==> config.mk <==
export PLATFORM = sky130hd
export DESIGN_NAME = proximity_threshold_config_regs
export DESIGN_NICKNAME = d
export VERILOG_FILES = /design/src/prox_cfg_pkg.sv /design/src/thr_if.sv /design/src/proximity_threshold_config_regs.sv /design/src/threshold_engine.sv
export SDC_FILE = /design/constraint.sdc
export NUM_CORES = 1
export LEC_CHECK = 0
export ABC_AREA = 1
export BUFFER_PORTS_ARGS = -buffer_cell sky130_fd_sc_hd__buf_4
export CAP_MARGIN = 20
export CORE_MARGIN = 2
export CORE_UTILIZATION = 35
export DETAILED_ROUTE_END_ITERATION = 8
export HOLD_SLACK_MARGIN = 0.06
export RECOVER_POWER = 100
export SYNTH_ARGS = -nofsm -noshare
export SYNTH_HDL_FRONTEND = slang
export SYNTH_HIERARCHICAL = 1
export SYNTH_SLANG_ARGS = --single-unit
export TNS_END_PERCENT = 1
==> constraint.sdc <==
create_clock -name core_clk_i -period 8.87 [get_ports core_clk_i]
set_input_delay 0.4435 -clock core_clk_i [delete_from_list [all_inputs] [get_ports core_clk_i]]
set_output_delay 0.4435 -clock core_clk_i [all_outputs]
set_load 0.01 [all_outputs]
==> src/prox_cfg_pkg.sv <==
package prox_cfg_pkg;

	// register offsets
	localparam logic [7:0] OFS_LOW_LIMIT_LO = 8'h08;
	localparam logic [7:0] OFS_LOW_LIMIT_HI = 8'h09;
	localparam logic [7:0] OFS_HIGH_LIMIT_LO = 8'h0a;
	localparam logic [7:0] OFS_HIGH_LIMIT_HI = 8'h0b;
	localparam logic [7:0] OFS_INTERRUPT_FILTER = 8'h0c;
	localparam logic [7:0] OFS_WAIT_SCALE_CONFIG = 8'h0d;
	localparam logic [7:0] OFS_EMITTER_PULSE_COUNT = 8'h0e;
	localparam logic [7:0] OFS_ANALOG_CONTROL = 8'h0f;
	localparam logic [7:0] OFS_SILICON_REVISION = 8'h11;
	localparam logic [7:0] OFS_PART_IDENTIFICATION = 8'h12;

	// field positions
	localparam int WAIT_X12_SELECT_BIT = 1;
	localparam int EMITTER_CURRENT_MSB = 7;
	localparam int EMITTER_CURRENT_LSB = 6;
	localparam int PHOTODIODE_SEL_MSB = 5;
	localparam int PHOTODIODE_SEL_LSB = 4;
	localparam int FRONT_END_GAIN_MSB = 3;
	localparam int FRONT_END_GAIN_LSB = 2;

	// values after reset
	localparam logic [7:0] RST_LIMIT_BYTE = 8'h00;
	localparam logic [7:0] RST_INTERRUPT_FILTER = 8'h00;
	localparam logic [7:0] RST_WAIT_SCALE_CONFIG = 8'h00;
	localparam logic [7:0] RST_EMITTER_PULSE_COUNT = 8'h00;
	localparam logic [7:0] RST_ANALOG_CONTROL = 8'h00;
	localparam logic [7:0] UNMAPPED_READ = 8'h00;

	// timing
	localparam int CLK_HZ = 250000000;
	localparam int CLK_MHZ = 250;
	localparam int WAIT_STEP_US = 2730;
	localparam int WAIT_STEP_CYC = WAIT_STEP_US * CLK_MHZ;
	localparam int WAIT_LONG_FACTOR = 12;
	localparam int WAIT_STEPS_FULL = 256;
	localparam int PULSE_RATE_HZ = 62500;
	localparam int PULSE_PERIOD_CYC = CLK_HZ / PULSE_RATE_HZ;
	localparam int PULSE_HIGH_CYC = PULSE_PERIOD_CYC / 2;

endpackage : prox_cfg_pkg

==> src/thr_if.sv <==
`timescale 1ns/1ps
`default_nettype none

// carries limits, filter and results between the register bank and the comparator
interface thr_if;
	logic [15:0] low_limit;
	logic [15:0] high_limit;
	logic [7:0] filter;
	logic [15:0] result;
	logic result_valid;
	logic irq_mask;
	logic irq_clear;
	logic irq;

	modport ctrl (
		output low_limit, high_limit, filter, result, result_valid, irq_mask, irq_clear,
		input irq
	);
	modport engine (
		input low_limit, high_limit, filter, result, result_valid, irq_mask, irq_clear,
		output irq
	);
endinterface : thr_if

`default_nettype wire

==> src/proximity_threshold_config_regs.sv <==
// What this block does
// - interrupt when result leaves threshold window
// - low threshold from bytes 0x08, 0x09
// - high threshold from bytes 0x0a, 0x0b
// - filter selects every-result or persistent interrupt
// - long-wait bit stretches wait twelvefold
// - emit programmed pulse count at 62.5 kHz
// - bits 7:6 select emitter drive current
// - bits 5:4 select photodiode, code 11 stored as written
// - bits 3:2 select proximity gain
// - revision read-only, upper nibble zero
// - identification read-only, writes ignored
// - interrupt raised only while mask bit set
// - wait counts in 2.73 ms steps
`timescale 1ns/1ps
`default_nettype none

module proximity_threshold_config_regs
	import prox_cfg_pkg::*;
#(
	parameter int WAIT_STEP_CYCLES = WAIT_STEP_CYC, // cycles per wait step
	parameter logic [3:0] DIE_REVISION = 4'h1, // arbitrary value
	parameter logic [7:0] PART_ID = 8'h5a // arbitrary value
) (
	input wire logic core_clk_i, // core clock, 250 MHz
	input wire logic rst_i, // async reset, active high
	input wire logic [7:0] reg_addr_i, // register offset
	input wire logic reg_wr_i, // write strobe
	input wire logic reg_rd_i, // read strobe
	input wire logic [7:0] reg_wdata_i, // write data
	output logic [7:0] reg_rdata_o, // read data, one cycle after strobe
	input wire logic threshold_irq_mask_i, // interrupt mask from enable register
	input wire logic irq_clear_i, // clears pending interrupt
	input wire logic [15:0] prox_result_i, // completed proximity result
	input wire logic prox_valid_i, // result strobe
	output logic prox_irq_o, // proximity interrupt, level
	input wire logic [7:0] wait_period_setting_i, // wait time register value
	input wire logic wait_start_i, // starts a wait period
	output logic wait_busy_o, // wait in progress
	output logic wait_done_o, // wait over, one cycle
	input wire logic pulse_start_i, // starts a pulse burst
	output logic emitter_led_o, // emitter drive gate
	output logic pulse_busy_o, // burst in progress
	output logic pulse_done_o, // burst over, one cycle
	output logic [1:0] emitter_current_code_o, // drive strength code
	output logic [1:0] photodiode_select_o, // diode selection code
	output logic [1:0] front_end_gain_o // gain code
);

	localparam int WAIT_STEPS_CYCLES_M1 = WAIT_STEP_CYCLES - 1;
	localparam logic [19:0] STEP_LAST = 20'(WAIT_STEPS_CYCLES_M1);
	localparam logic [3:0] LONG_LAST = 4'(WAIT_LONG_FACTOR - 1);
	localparam logic [8:0] STEPS_FULL = 9'(WAIT_STEPS_FULL);
	localparam logic [11:0] PERIOD_LAST = 12'(PULSE_PERIOD_CYC - 1);
	localparam logic [11:0] HIGH_LAST = 12'(PULSE_HIGH_CYC - 1);

	// register storage
	logic [7:0] low_limit_lo_r;
	logic [7:0] low_limit_hi_r;
	logic [7:0] high_limit_lo_r;
	logic [7:0] high_limit_hi_r;
	logic [7:0] interrupt_filter_r;
	logic wait_x12_select_r;
	logic [7:0] emitter_pulse_count_r;
	logic [5:0] analog_control_r;
	logic [7:0] rdata_nxt;

	// wait timer state
	logic [19:0] step_cnt_r;
	logic [8:0] steps_left_r;
	logic [3:0] long_cnt_r;

	// pulse burst state
	logic [11:0] phase_cnt_r;
	logic [7:0] pulses_left_r;

	thr_if thr ();

	always_ff @(posedge core_clk_i or posedge rst_i) begin
		if (rst_i) begin
			low_limit_lo_r <= RST_LIMIT_BYTE;
			low_limit_hi_r <= RST_LIMIT_BYTE;
		end else if (reg_wr_i) begin
			if (reg_addr_i == OFS_LOW_LIMIT_LO) begin
				low_limit_lo_r <= reg_wdata_i;
			end
			if (reg_addr_i == OFS_LOW_LIMIT_HI) begin
				low_limit_hi_r <= reg_wdata_i;
			end
		end
	end

	always_ff @(posedge core_clk_i or posedge rst_i) begin
		if (rst_i) begin
			high_limit_lo_r <= RST_LIMIT_BYTE;
			high_limit_hi_r <= RST_LIMIT_BYTE;
		end else if (reg_wr_i) begin
			if (reg_addr_i == OFS_HIGH_LIMIT_LO) begin
				high_limit_lo_r <= reg_wdata_i;
			end
			if (reg_addr_i == OFS_HIGH_LIMIT_HI) begin
				high_limit_hi_r <= reg_wdata_i;
			end
		end
	end

	always_ff @(posedge core_clk_i or posedge rst_i) begin
		if (rst_i) begin
			interrupt_filter_r <= RST_INTERRUPT_FILTER;
		end else if (reg_wr_i && (reg_addr_i == OFS_INTERRUPT_FILTER)) begin
			interrupt_filter_r <= reg_wdata_i;
		end
	end

	// only the long-wait bit is stored
	always_ff @(posedge core_clk_i or posedge rst_i) begin
		if (rst_i) begin
			wait_x12_select_r <= RST_WAIT_SCALE_CONFIG[WAIT_X12_SELECT_BIT];
		end else if (reg_wr_i && (reg_addr_i == OFS_WAIT_SCALE_CONFIG)) begin
			wait_x12_select_r <= reg_wdata_i[WAIT_X12_SELECT_BIT];
		end
	end

	always_ff @(posedge core_clk_i or posedge rst_i) begin
		if (rst_i) begin
			emitter_pulse_count_r <= RST_EMITTER_PULSE_COUNT;
		end else if (reg_wr_i && (reg_addr_i == OFS_EMITTER_PULSE_COUNT)) begin
			emitter_pulse_count_r <= reg_wdata_i;
		end
	end

	// analog control bits 7:2; bits 1:0 are reserved and read zero
	always_ff @(posedge core_clk_i or posedge rst_i) begin
		if (rst_i) begin
			analog_control_r <= RST_ANALOG_CONTROL[EMITTER_CURRENT_MSB:FRONT_END_GAIN_LSB];
		end else if (reg_wr_i && (reg_addr_i == OFS_ANALOG_CONTROL)) begin
			// code 11 is stored as written
			analog_control_r <= reg_wdata_i[EMITTER_CURRENT_MSB:FRONT_END_GAIN_LSB];
		end
	end

	// codes to the analog front end, straight from flops
	always_ff @(posedge core_clk_i or posedge rst_i) begin
		if (rst_i) begin
			emitter_current_code_o <= RST_ANALOG_CONTROL[EMITTER_CURRENT_MSB:EMITTER_CURRENT_LSB];
			photodiode_select_o <= RST_ANALOG_CONTROL[PHOTODIODE_SEL_MSB:PHOTODIODE_SEL_LSB];
			front_end_gain_o <= RST_ANALOG_CONTROL[FRONT_END_GAIN_MSB:FRONT_END_GAIN_LSB];
		end else begin
			emitter_current_code_o <= analog_control_r[5:4];
			photodiode_select_o <= analog_control_r[3:2];
			front_end_gain_o <= analog_control_r[1:0];
		end
	end

	// read multiplexer; unmapped offsets read zero
	always_comb begin
		rdata_nxt = UNMAPPED_READ;
		unique case (reg_addr_i)
			OFS_LOW_LIMIT_LO: rdata_nxt = low_limit_lo_r;
			OFS_LOW_LIMIT_HI: rdata_nxt = low_limit_hi_r;
			OFS_HIGH_LIMIT_LO: rdata_nxt = high_limit_lo_r;
			OFS_HIGH_LIMIT_HI: rdata_nxt = high_limit_hi_r;
			OFS_INTERRUPT_FILTER: rdata_nxt = interrupt_filter_r;
			OFS_WAIT_SCALE_CONFIG: rdata_nxt = {6'h00, wait_x12_select_r, 1'b0};
			OFS_EMITTER_PULSE_COUNT: rdata_nxt = emitter_pulse_count_r;
			OFS_ANALOG_CONTROL: rdata_nxt = {analog_control_r, 2'b00};
			OFS_SILICON_REVISION: rdata_nxt = {4'h0, DIE_REVISION};
			OFS_PART_IDENTIFICATION: rdata_nxt = PART_ID;
			default: rdata_nxt = UNMAPPED_READ;
		endcase
	end

	// read data register, holds until the next read
	always_ff @(posedge core_clk_i or posedge rst_i) begin
		if (rst_i) begin
			reg_rdata_o <= UNMAPPED_READ;
		end else if (reg_rd_i) begin
			reg_rdata_o <= rdata_nxt;
		end
	end

	// threshold comparator and persistence filter
	assign thr.low_limit = {low_limit_hi_r, low_limit_lo_r};
	assign thr.high_limit = {high_limit_hi_r, high_limit_lo_r};
	assign thr.filter = interrupt_filter_r;
	assign thr.result = prox_result_i;
	assign thr.result_valid = prox_valid_i;
	assign thr.irq_mask = threshold_irq_mask_i;
	assign thr.irq_clear = irq_clear_i;
	assign prox_irq_o = thr.irq;

	threshold_engine u_engine (
		.core_clk_i(core_clk_i),
		.rst_i(rst_i),
		.thr(thr.engine)
	);

	// wait timer: (256 - setting) steps, each twelve times longer when selected
	always_ff @(posedge core_clk_i or posedge rst_i) begin
		if (rst_i) begin
			step_cnt_r <= 20'h00000;
			steps_left_r <= 9'h000;
			long_cnt_r <= 4'h0;
			wait_busy_o <= 1'b0;
			wait_done_o <= 1'b0;
		end else begin
			wait_done_o <= 1'b0;
			if (wait_start_i && !wait_busy_o) begin
				step_cnt_r <= 20'h00000;
				steps_left_r <= STEPS_FULL - {1'b0, wait_period_setting_i};
				long_cnt_r <= 4'h0;
				wait_busy_o <= 1'b1;
			end else if (wait_busy_o) begin
				if (step_cnt_r == STEP_LAST) begin
					step_cnt_r <= 20'h00000;
					if (!wait_x12_select_r || (long_cnt_r == LONG_LAST)) begin
						long_cnt_r <= 4'h0;
						if (steps_left_r == 9'h001) begin
							wait_busy_o <= 1'b0;
							wait_done_o <= 1'b1;
						end else begin
							steps_left_r <= steps_left_r - 9'h001;
						end
					end else begin
						long_cnt_r <= long_cnt_r + 4'h1;
					end
				end else begin
					step_cnt_r <= step_cnt_r + 20'h00001;
				end
			end
		end
	end

	// pulse burst: led high for the first half of each 16 us period
	always_ff @(posedge core_clk_i or posedge rst_i) begin
		if (rst_i) begin
			phase_cnt_r <= 12'h000;
			pulses_left_r <= 8'h00;
			emitter_led_o <= 1'b0;
			pulse_busy_o <= 1'b0;
			pulse_done_o <= 1'b0;
		end else begin
			pulse_done_o <= 1'b0;
			if (pulse_start_i && !pulse_busy_o) begin
				// a zero count finishes at once with no pulse
				if (emitter_pulse_count_r == 8'h00) begin
					pulse_done_o <= 1'b1;
				end else begin
					phase_cnt_r <= 12'h000;
					pulses_left_r <= emitter_pulse_count_r;
					emitter_led_o <= 1'b1;
					pulse_busy_o <= 1'b1;
				end
			end else if (pulse_busy_o) begin
				// count pulses at the set rate
				if (phase_cnt_r == PERIOD_LAST) begin
					phase_cnt_r <= 12'h000;
					if (pulses_left_r == 8'h01) begin
						pulse_busy_o <= 1'b0;
						pulse_done_o <= 1'b1;
						emitter_led_o <= 1'b0;
					end else begin
						pulses_left_r <= pulses_left_r - 8'h01;
						emitter_led_o <= 1'b1;
					end
				end else begin
					phase_cnt_r <= phase_cnt_r + 12'h001;
					if (phase_cnt_r == HIGH_LAST) begin
						emitter_led_o <= 1'b0;
					end
				end
			end
		end
	end

endmodule : proximity_threshold_config_regs

`default_nettype wire

==> src/threshold_engine.sv <==
`timescale 1ns/1ps
`default_nettype none

module threshold_engine
	import prox_cfg_pkg::*;
(
	input wire logic core_clk_i, // core clock
	input wire logic rst_i, // async reset, active high
	thr_if.engine thr // limits in, interrupt out
);

	logic [7:0] persist_cnt_r;
	logic out_of_range;
	logic fire;
	logic [8:0] cnt_plus;

	assign out_of_range = (thr.result < thr.low_limit) || (thr.result > thr.high_limit);
	assign cnt_plus = {1'b0, persist_cnt_r} + 9'h001;

	assign fire = thr.result_valid &&
		((thr.filter == 8'h00) || (out_of_range && (cnt_plus >= {1'b0, thr.filter})));

	// persistence counter, cleared by any in-range result
	always_ff @(posedge core_clk_i or posedge rst_i) begin
		if (rst_i) begin
			persist_cnt_r <= 8'h00;
		end else if (thr.result_valid) begin
			if (!out_of_range) begin
				persist_cnt_r <= 8'h00;
			end else if (persist_cnt_r != 8'hff) begin
				persist_cnt_r <= persist_cnt_r + 8'h01;
			end
		end
	end

	// sticky interrupt; a new event beats a clear in the same cycle
	always_ff @(posedge core_clk_i or posedge rst_i) begin
		if (rst_i) begin
			thr.irq <= 1'b0;
		end else if (fire && thr.irq_mask) begin
			thr.irq <= 1'b1;
		end else if (thr.irq_clear) begin
			thr.irq <= 1'b0;
		end
	end

endmodule : threshold_engine

`default_nettype wire

; After elaboration in Yosys (flattened, before gate mapping)
; Index checks and enable logic that the tools add are counted.
[totals]
reg_bits = 136
input_bits = 49
out_inout_bits = 20
word_cells = 140
[op_classes]
add_sub_neg = 8
n_lt_le_gt_ge = 3
eq_ne = 21
mux = 50
reduce_logical = 34
[ops]
columns = op, n
row1 = $pmux 8 s10, 1
row2 = $eq 8x4->1 const B, 8
row3 = $mux 20, 3
row4 = $mux 8, 7
row5 = $mux 12, 4
row6 = $mux 9, 5
row7 = $mux 1, 26
row8 = $add 20x1->20 const B, 1
row9 = $eq 20x20->1 const B, 1
row10 = $eq 8x5->1 const B, 2
row11 = $gt 16x16->1, 1
row12 = $logic_not 8->1, 2
row13 = $lt 16x16->1, 1
row14 = $mux 4, 4
row15 = $reduce_and 2->1, 7
row16 = $add 12x1->12 const B, 1
row17 = $eq 12x11->1 const B, 1
row18 = $eq 12x12->1 const B, 1
row19 = $reduce_bool 2->1, 6
row20 = $add 8x1->9 const B, 1
row21 = $eq 9x1->1 const B, 1
row22 = $ge 9x8->1, 1
row23 = $logic_and 1x1->1, 9
row24 = $sub 9x1->9 const B, 1
row25 = other kinds (13), 21

; Logic depth before layout (Yosys ltp)
[depth]
word_depth = 7
depth_mapped = 17
mapped_depth_nobuf = 17

; Hierarchy
; Netlist, hierarchy kept.
[by_module_without_submodules]
columns = module, n_inst, cells_per_inst, area_per_inst_um2, seq_area_each_um2
row1 = proximity_threshold_config_regs, 1, 967, 7215.7, 3178.0
row2 = threshold_engine, 1, 245, 1644.1, 225.2

; Worst setup path after synthesis
; OpenSTA, ideal clock, no wires.
[synth_timing]
kind = register to register
startpoint = reg u_engine.persist_cnt_r[0]
endpoint = reg u_engine.thr.irq
setup_ns = 0.116
arrival_ns = 1.890
t_required_ns = 8.754
path_slack_ns = 6.864
stages_incl_launch_ff = 16
n_path_buf = 0
synth_period_minus_slack_ns = 2.006
cell_sequence = dfrtp_1 ha_1 nand2_2 nor2_4 nand3_1 xor2_1 inv_1 ha_1 a21oi_1 o21ai_1 nor2_2 nand3_1 nand2_1 nand2_1 nand2_1 nand2_1
[synth_between]
elab_chain_len = 7
elab_cells_between_ends = 8
classes_between = add/sub (1) / order compare (1) / mux (1) / reduce/logical (5)
[synth_rtl]
columns = item, line
row1 = start: declaration, threshold_engine.sv:12  ; logic [7:0] persist_cnt_r;
row2 = start signal: assignment, threshold_engine.sv:31  ; persist_cnt_r <= persist_cnt_r + 8'h01;
row3 = $add 8x1->9 *, threshold_engine.sv:18  ; assign cnt_plus = {1'b0, persist_cnt_r} + 9'h001;
row4 = $ge 9x8->1 *, threshold_engine.sv:21  ; ((thr.filter == 8'h00) || (out_of_range && (cnt_plus >= {1'b0, thr.filter})));
row5 = $logic_and 1x1->1 *, threshold_engine.sv:21
row6 = $logic_or 1x1->1 *, threshold_engine.sv:21
row7 = $logic_and 1x1->1 *, threshold_engine.sv:20  ; assign fire = thr.result_valid &&
row8 = $logic_and 1x1->1 *, threshold_engine.sv:40  ; end else if (fire && thr.irq_mask) begin
row9 = $mux 1 or $reduce_bool 2->1 (tied branches), n/a
row10 = end signal: assignment, threshold_engine.sv:39  ; thr.irq <= 1'b0;
row11 = end signal: assignment, threshold_engine.sv:41  ; thr.irq <= 1'b1;
row12 = end signal: assignment, threshold_engine.sv:43  ; thr.irq <= 1'b0;
row13 = end: declaration, thr_if.sv:21  ; output irq
; Every way passes the cells marked *; elsewhere a longest branch is shown, timed or not.
; A chain may end at the register's enable or synchronous reset.

==> impl_results.md <==
- Status: finished, violations left
- Failing checks: capacitance limit, slew limit
- Power Density: 199 mW/mm2
- Fin nets: 1375
- Crit path kind: input port to asynchronous set/reset pin
- Mapped Cells: 1212
- Critical path, cell by cell: dlygate4sd3_1 -> clkbuf_1 -> clkinvlp_2 -> clkbuf_1
- FF+latch area: 0.00340 mm2
- DRC violations left: 0
- H-tree Lvls: 4
- Slowest stage cell on the critical path: clkbuf_1
- Final WL: ~22 mm
- Total negative slack: 0 ns
- GR peak layer: met2
- 1st-iter DRT viols: 535
- Area after DPL: ~0.0096 mm2
- Io pins: 69
- Die Area: 0.0266 mm2
- Total power: about 2.0 mW
- Highest clock rate: 257 MHz
- Root buffer cell: clkbuf_16
- Post-CTS Resized: 0
- Worst-Margin Slew: 2.24 ns
- # diodes: 0
- Setup violations, final: 0
- Filler cells: 2703
- Post-Place Worst Slack: 6.73 ns
- Final worst-path setup slack: 4.98 ns
- Final Core Density: between 30% and 40%
- GR Util met1: 24.8%
- CTS Sinks: approximately 140
- Netlist cell types: 41
- R2r setup slk: 5.93 ns
- Vias/cell: 4.76
- Num CTS Buffers: 17
- Largest regs: step_cnt_r: 20 flops, phase_cnt_r: 12 flops, steps_left_r: 9 flops
- Mapped Avg Cell Area: 7.31 um2
- Startpoint class of the critical path: input port
- Synth area leader: dfrtp_1
- Rows: 58
- GR Layer Usage met2: 28.0%
- Crit path required time: around 9 ns
- Final Hold Vio Count: 0
- Hold WS: 0.259 ns
- CP bufs+invs: 4
- Initial antenna violation count: 0
- Met3 Use GR: 2.69%
- Worst stage delay on the critical path: about 1.6 ns
- Syn nets: 1309
- Synth warn: 6
- Synth Cell Area: 0.00886 mm2
- Clock transition at path regs: ~0.060 ns
- Die Height: 163 um
- Largest net degree at the start of global routing: 81
- Overflow after GRT: 0
- Worst skew pair latency: 0.43 ns
- Post-route ant nets: 0
- Largest register FFs: 20
- Ratio of cells with drive above 1 in the final layout: 9.30%
- Peak supply drop: 0.000129 V
- Final worst clock skew: 0.0140 ns
- Biggest register: step_cnt_r
- #FFs+latches synth: 136
- Max-slew headroom: -50.4%
- Die Width: 163 um
- HPWL after DPL: 16.5 mm
- GP Congestion: 0.821
- Maximum clock path buffer count: 2
- Dpl cells: ~1600
- Total GRT Usage: 17.6%
- Drt wl/cell: 13.6 um
- DR pass1 iterations: 6
- CP delay by family, top: buffers and inverters
- Final std cell area, no fill: approximately 0.010 mm2
- Most used cell, CP: clkbuf_1
- Top post-synthesis cells by area: dfrtp_1 38%, nand2_1 15%, nand3_1 7.8%, ha_1 6.8%, inv_1 6.5%
- Fin. max-slew vios: 87
- Final min period: just under 4 ns
- Commonest non-fill, non-tap cell in the layout: nand2_1
- Finished Layout Cells: 1621
- Via count: 7724
- Vias in the first global route: around 7400
- Area grow syn2layout: 12.4%
- Starting Density: 35.4%
- HP Class: input port to register
- Core area: 0.0250 mm2
- Worst Path Arrival: 4.00 ns
- Critical Path End Type: asynchronous set/reset pin
- Final Cycle Share: between 40% and 50%
- RSZ-0062 raised after global routing: no
- CP Max Fanout: 48
- Yosys top cell area share: 38.4%
- Most frequent cells in the layout: 366 x nand2_1, 156 x inv_1, 148 x nand3_1, 136 x dfrtp_1, 103 x nor2_1
- First-pass GRT wire length: 37.3 mm
- IO Port Bufs: 68
- Leakage Power: 4.97 nW
- TritonCTS clock tree: done
- Max-cap violations: 2
- Footprint of the multi-input gates: between 0.004 and 0.005 mm2
- Sequential-to-total area share from yosys stat: 38.4%
## cell families (layout without fill, tap and decap cells)
| logic type | count (synthesis) | count (layout) | synth area share, % |
|---|---|---|---|
| xor gates and xnor gates | 21 | 21 | 2.08 |
| buffers and inverters | 191 | 270 | 9.22 |
| adders and majority gates | 48 | 48 | 6.78 |
| and+or+nand+nor | 689 | 689 | 35.9 |
| AOI/OAI and AO/OA | 127 | 127 | 7.57 |
| DFF | 136 | 136 | 38.4 |
## cell type report
class,count,share of cell area [%]
multi-input combinational,885,44.8
sequential,136,34.2
inverter,166,6.29
timing repair buffer,72,4.75
clock buffer,17,4.27
tap,330,4.15
clock inverter,15,1.56
## power breakdown
group | internal, mW | leakage, nW | switching (mW)
combinational | 0.185 | 2.87 | 0.283
sequential | 0.706 | 1.81 | 0.0982
clock | 0.398 | 0.286 | 0.309
total | 1.29 | 4.97 | 0.690
## Yosys cell counts (all sizes together)
cell and number:
nand2 373, inv 164, nand3 152, dfrtp 136
nor2 118, o21ai 99, ha 48, nand4 24
buf 22, a21oi 16, xor2 15, nor3 13
xnor2 6, nand3b 4, o21bai 4, o22ai 4
clkbuf 3, or2 3, clkinv 2, a21boi 1
a21o 1, a31oi 1, nor3b 1, nor4 1
o21a 1
## tightest hold or removal path: stages
cell,delay [ns]
buf_4,0.08
nor2_1,0.04
nor2_1,0.08
## final timing paths
| path | start | to | cells past startpoint |
|---|---|---|---|
| max in group core_clk_i | pulse_busy_o | pulses_left_r[4] | 10 |
| min in group asynchronous | rst_i | u_engine/thr.irq | 3 |
| max | rst_i | reg_rdata_o[2] | 4 |
| min | pulse_start_i | pulse_busy_o | 3 |
| max reg2reg | pulse_busy_o | pulses_left_r[4] | 10 |
| min reg2reg | analog_control_r[2] | photodiode_select_o[0] | 0 |
## routing by layer
layer | vias to the layer above | share of wire (%)
met5 | - | 0
met4 | 0 | 1.4
met1 | 3555 | 50
met2 | 131 | 46
met3 | 20 | 3.2
li1 | 4018 | -
## repair_timing
| action | 4_1_cts | 5_1_grt |
|---|---|---|
| hold endpoints to repair | 9 | 0 |
| hold buffers | 1 | 0 |
| buffers inserted | 0 | 0 |
Note: power is estimated with default switching activity, not from simulation.
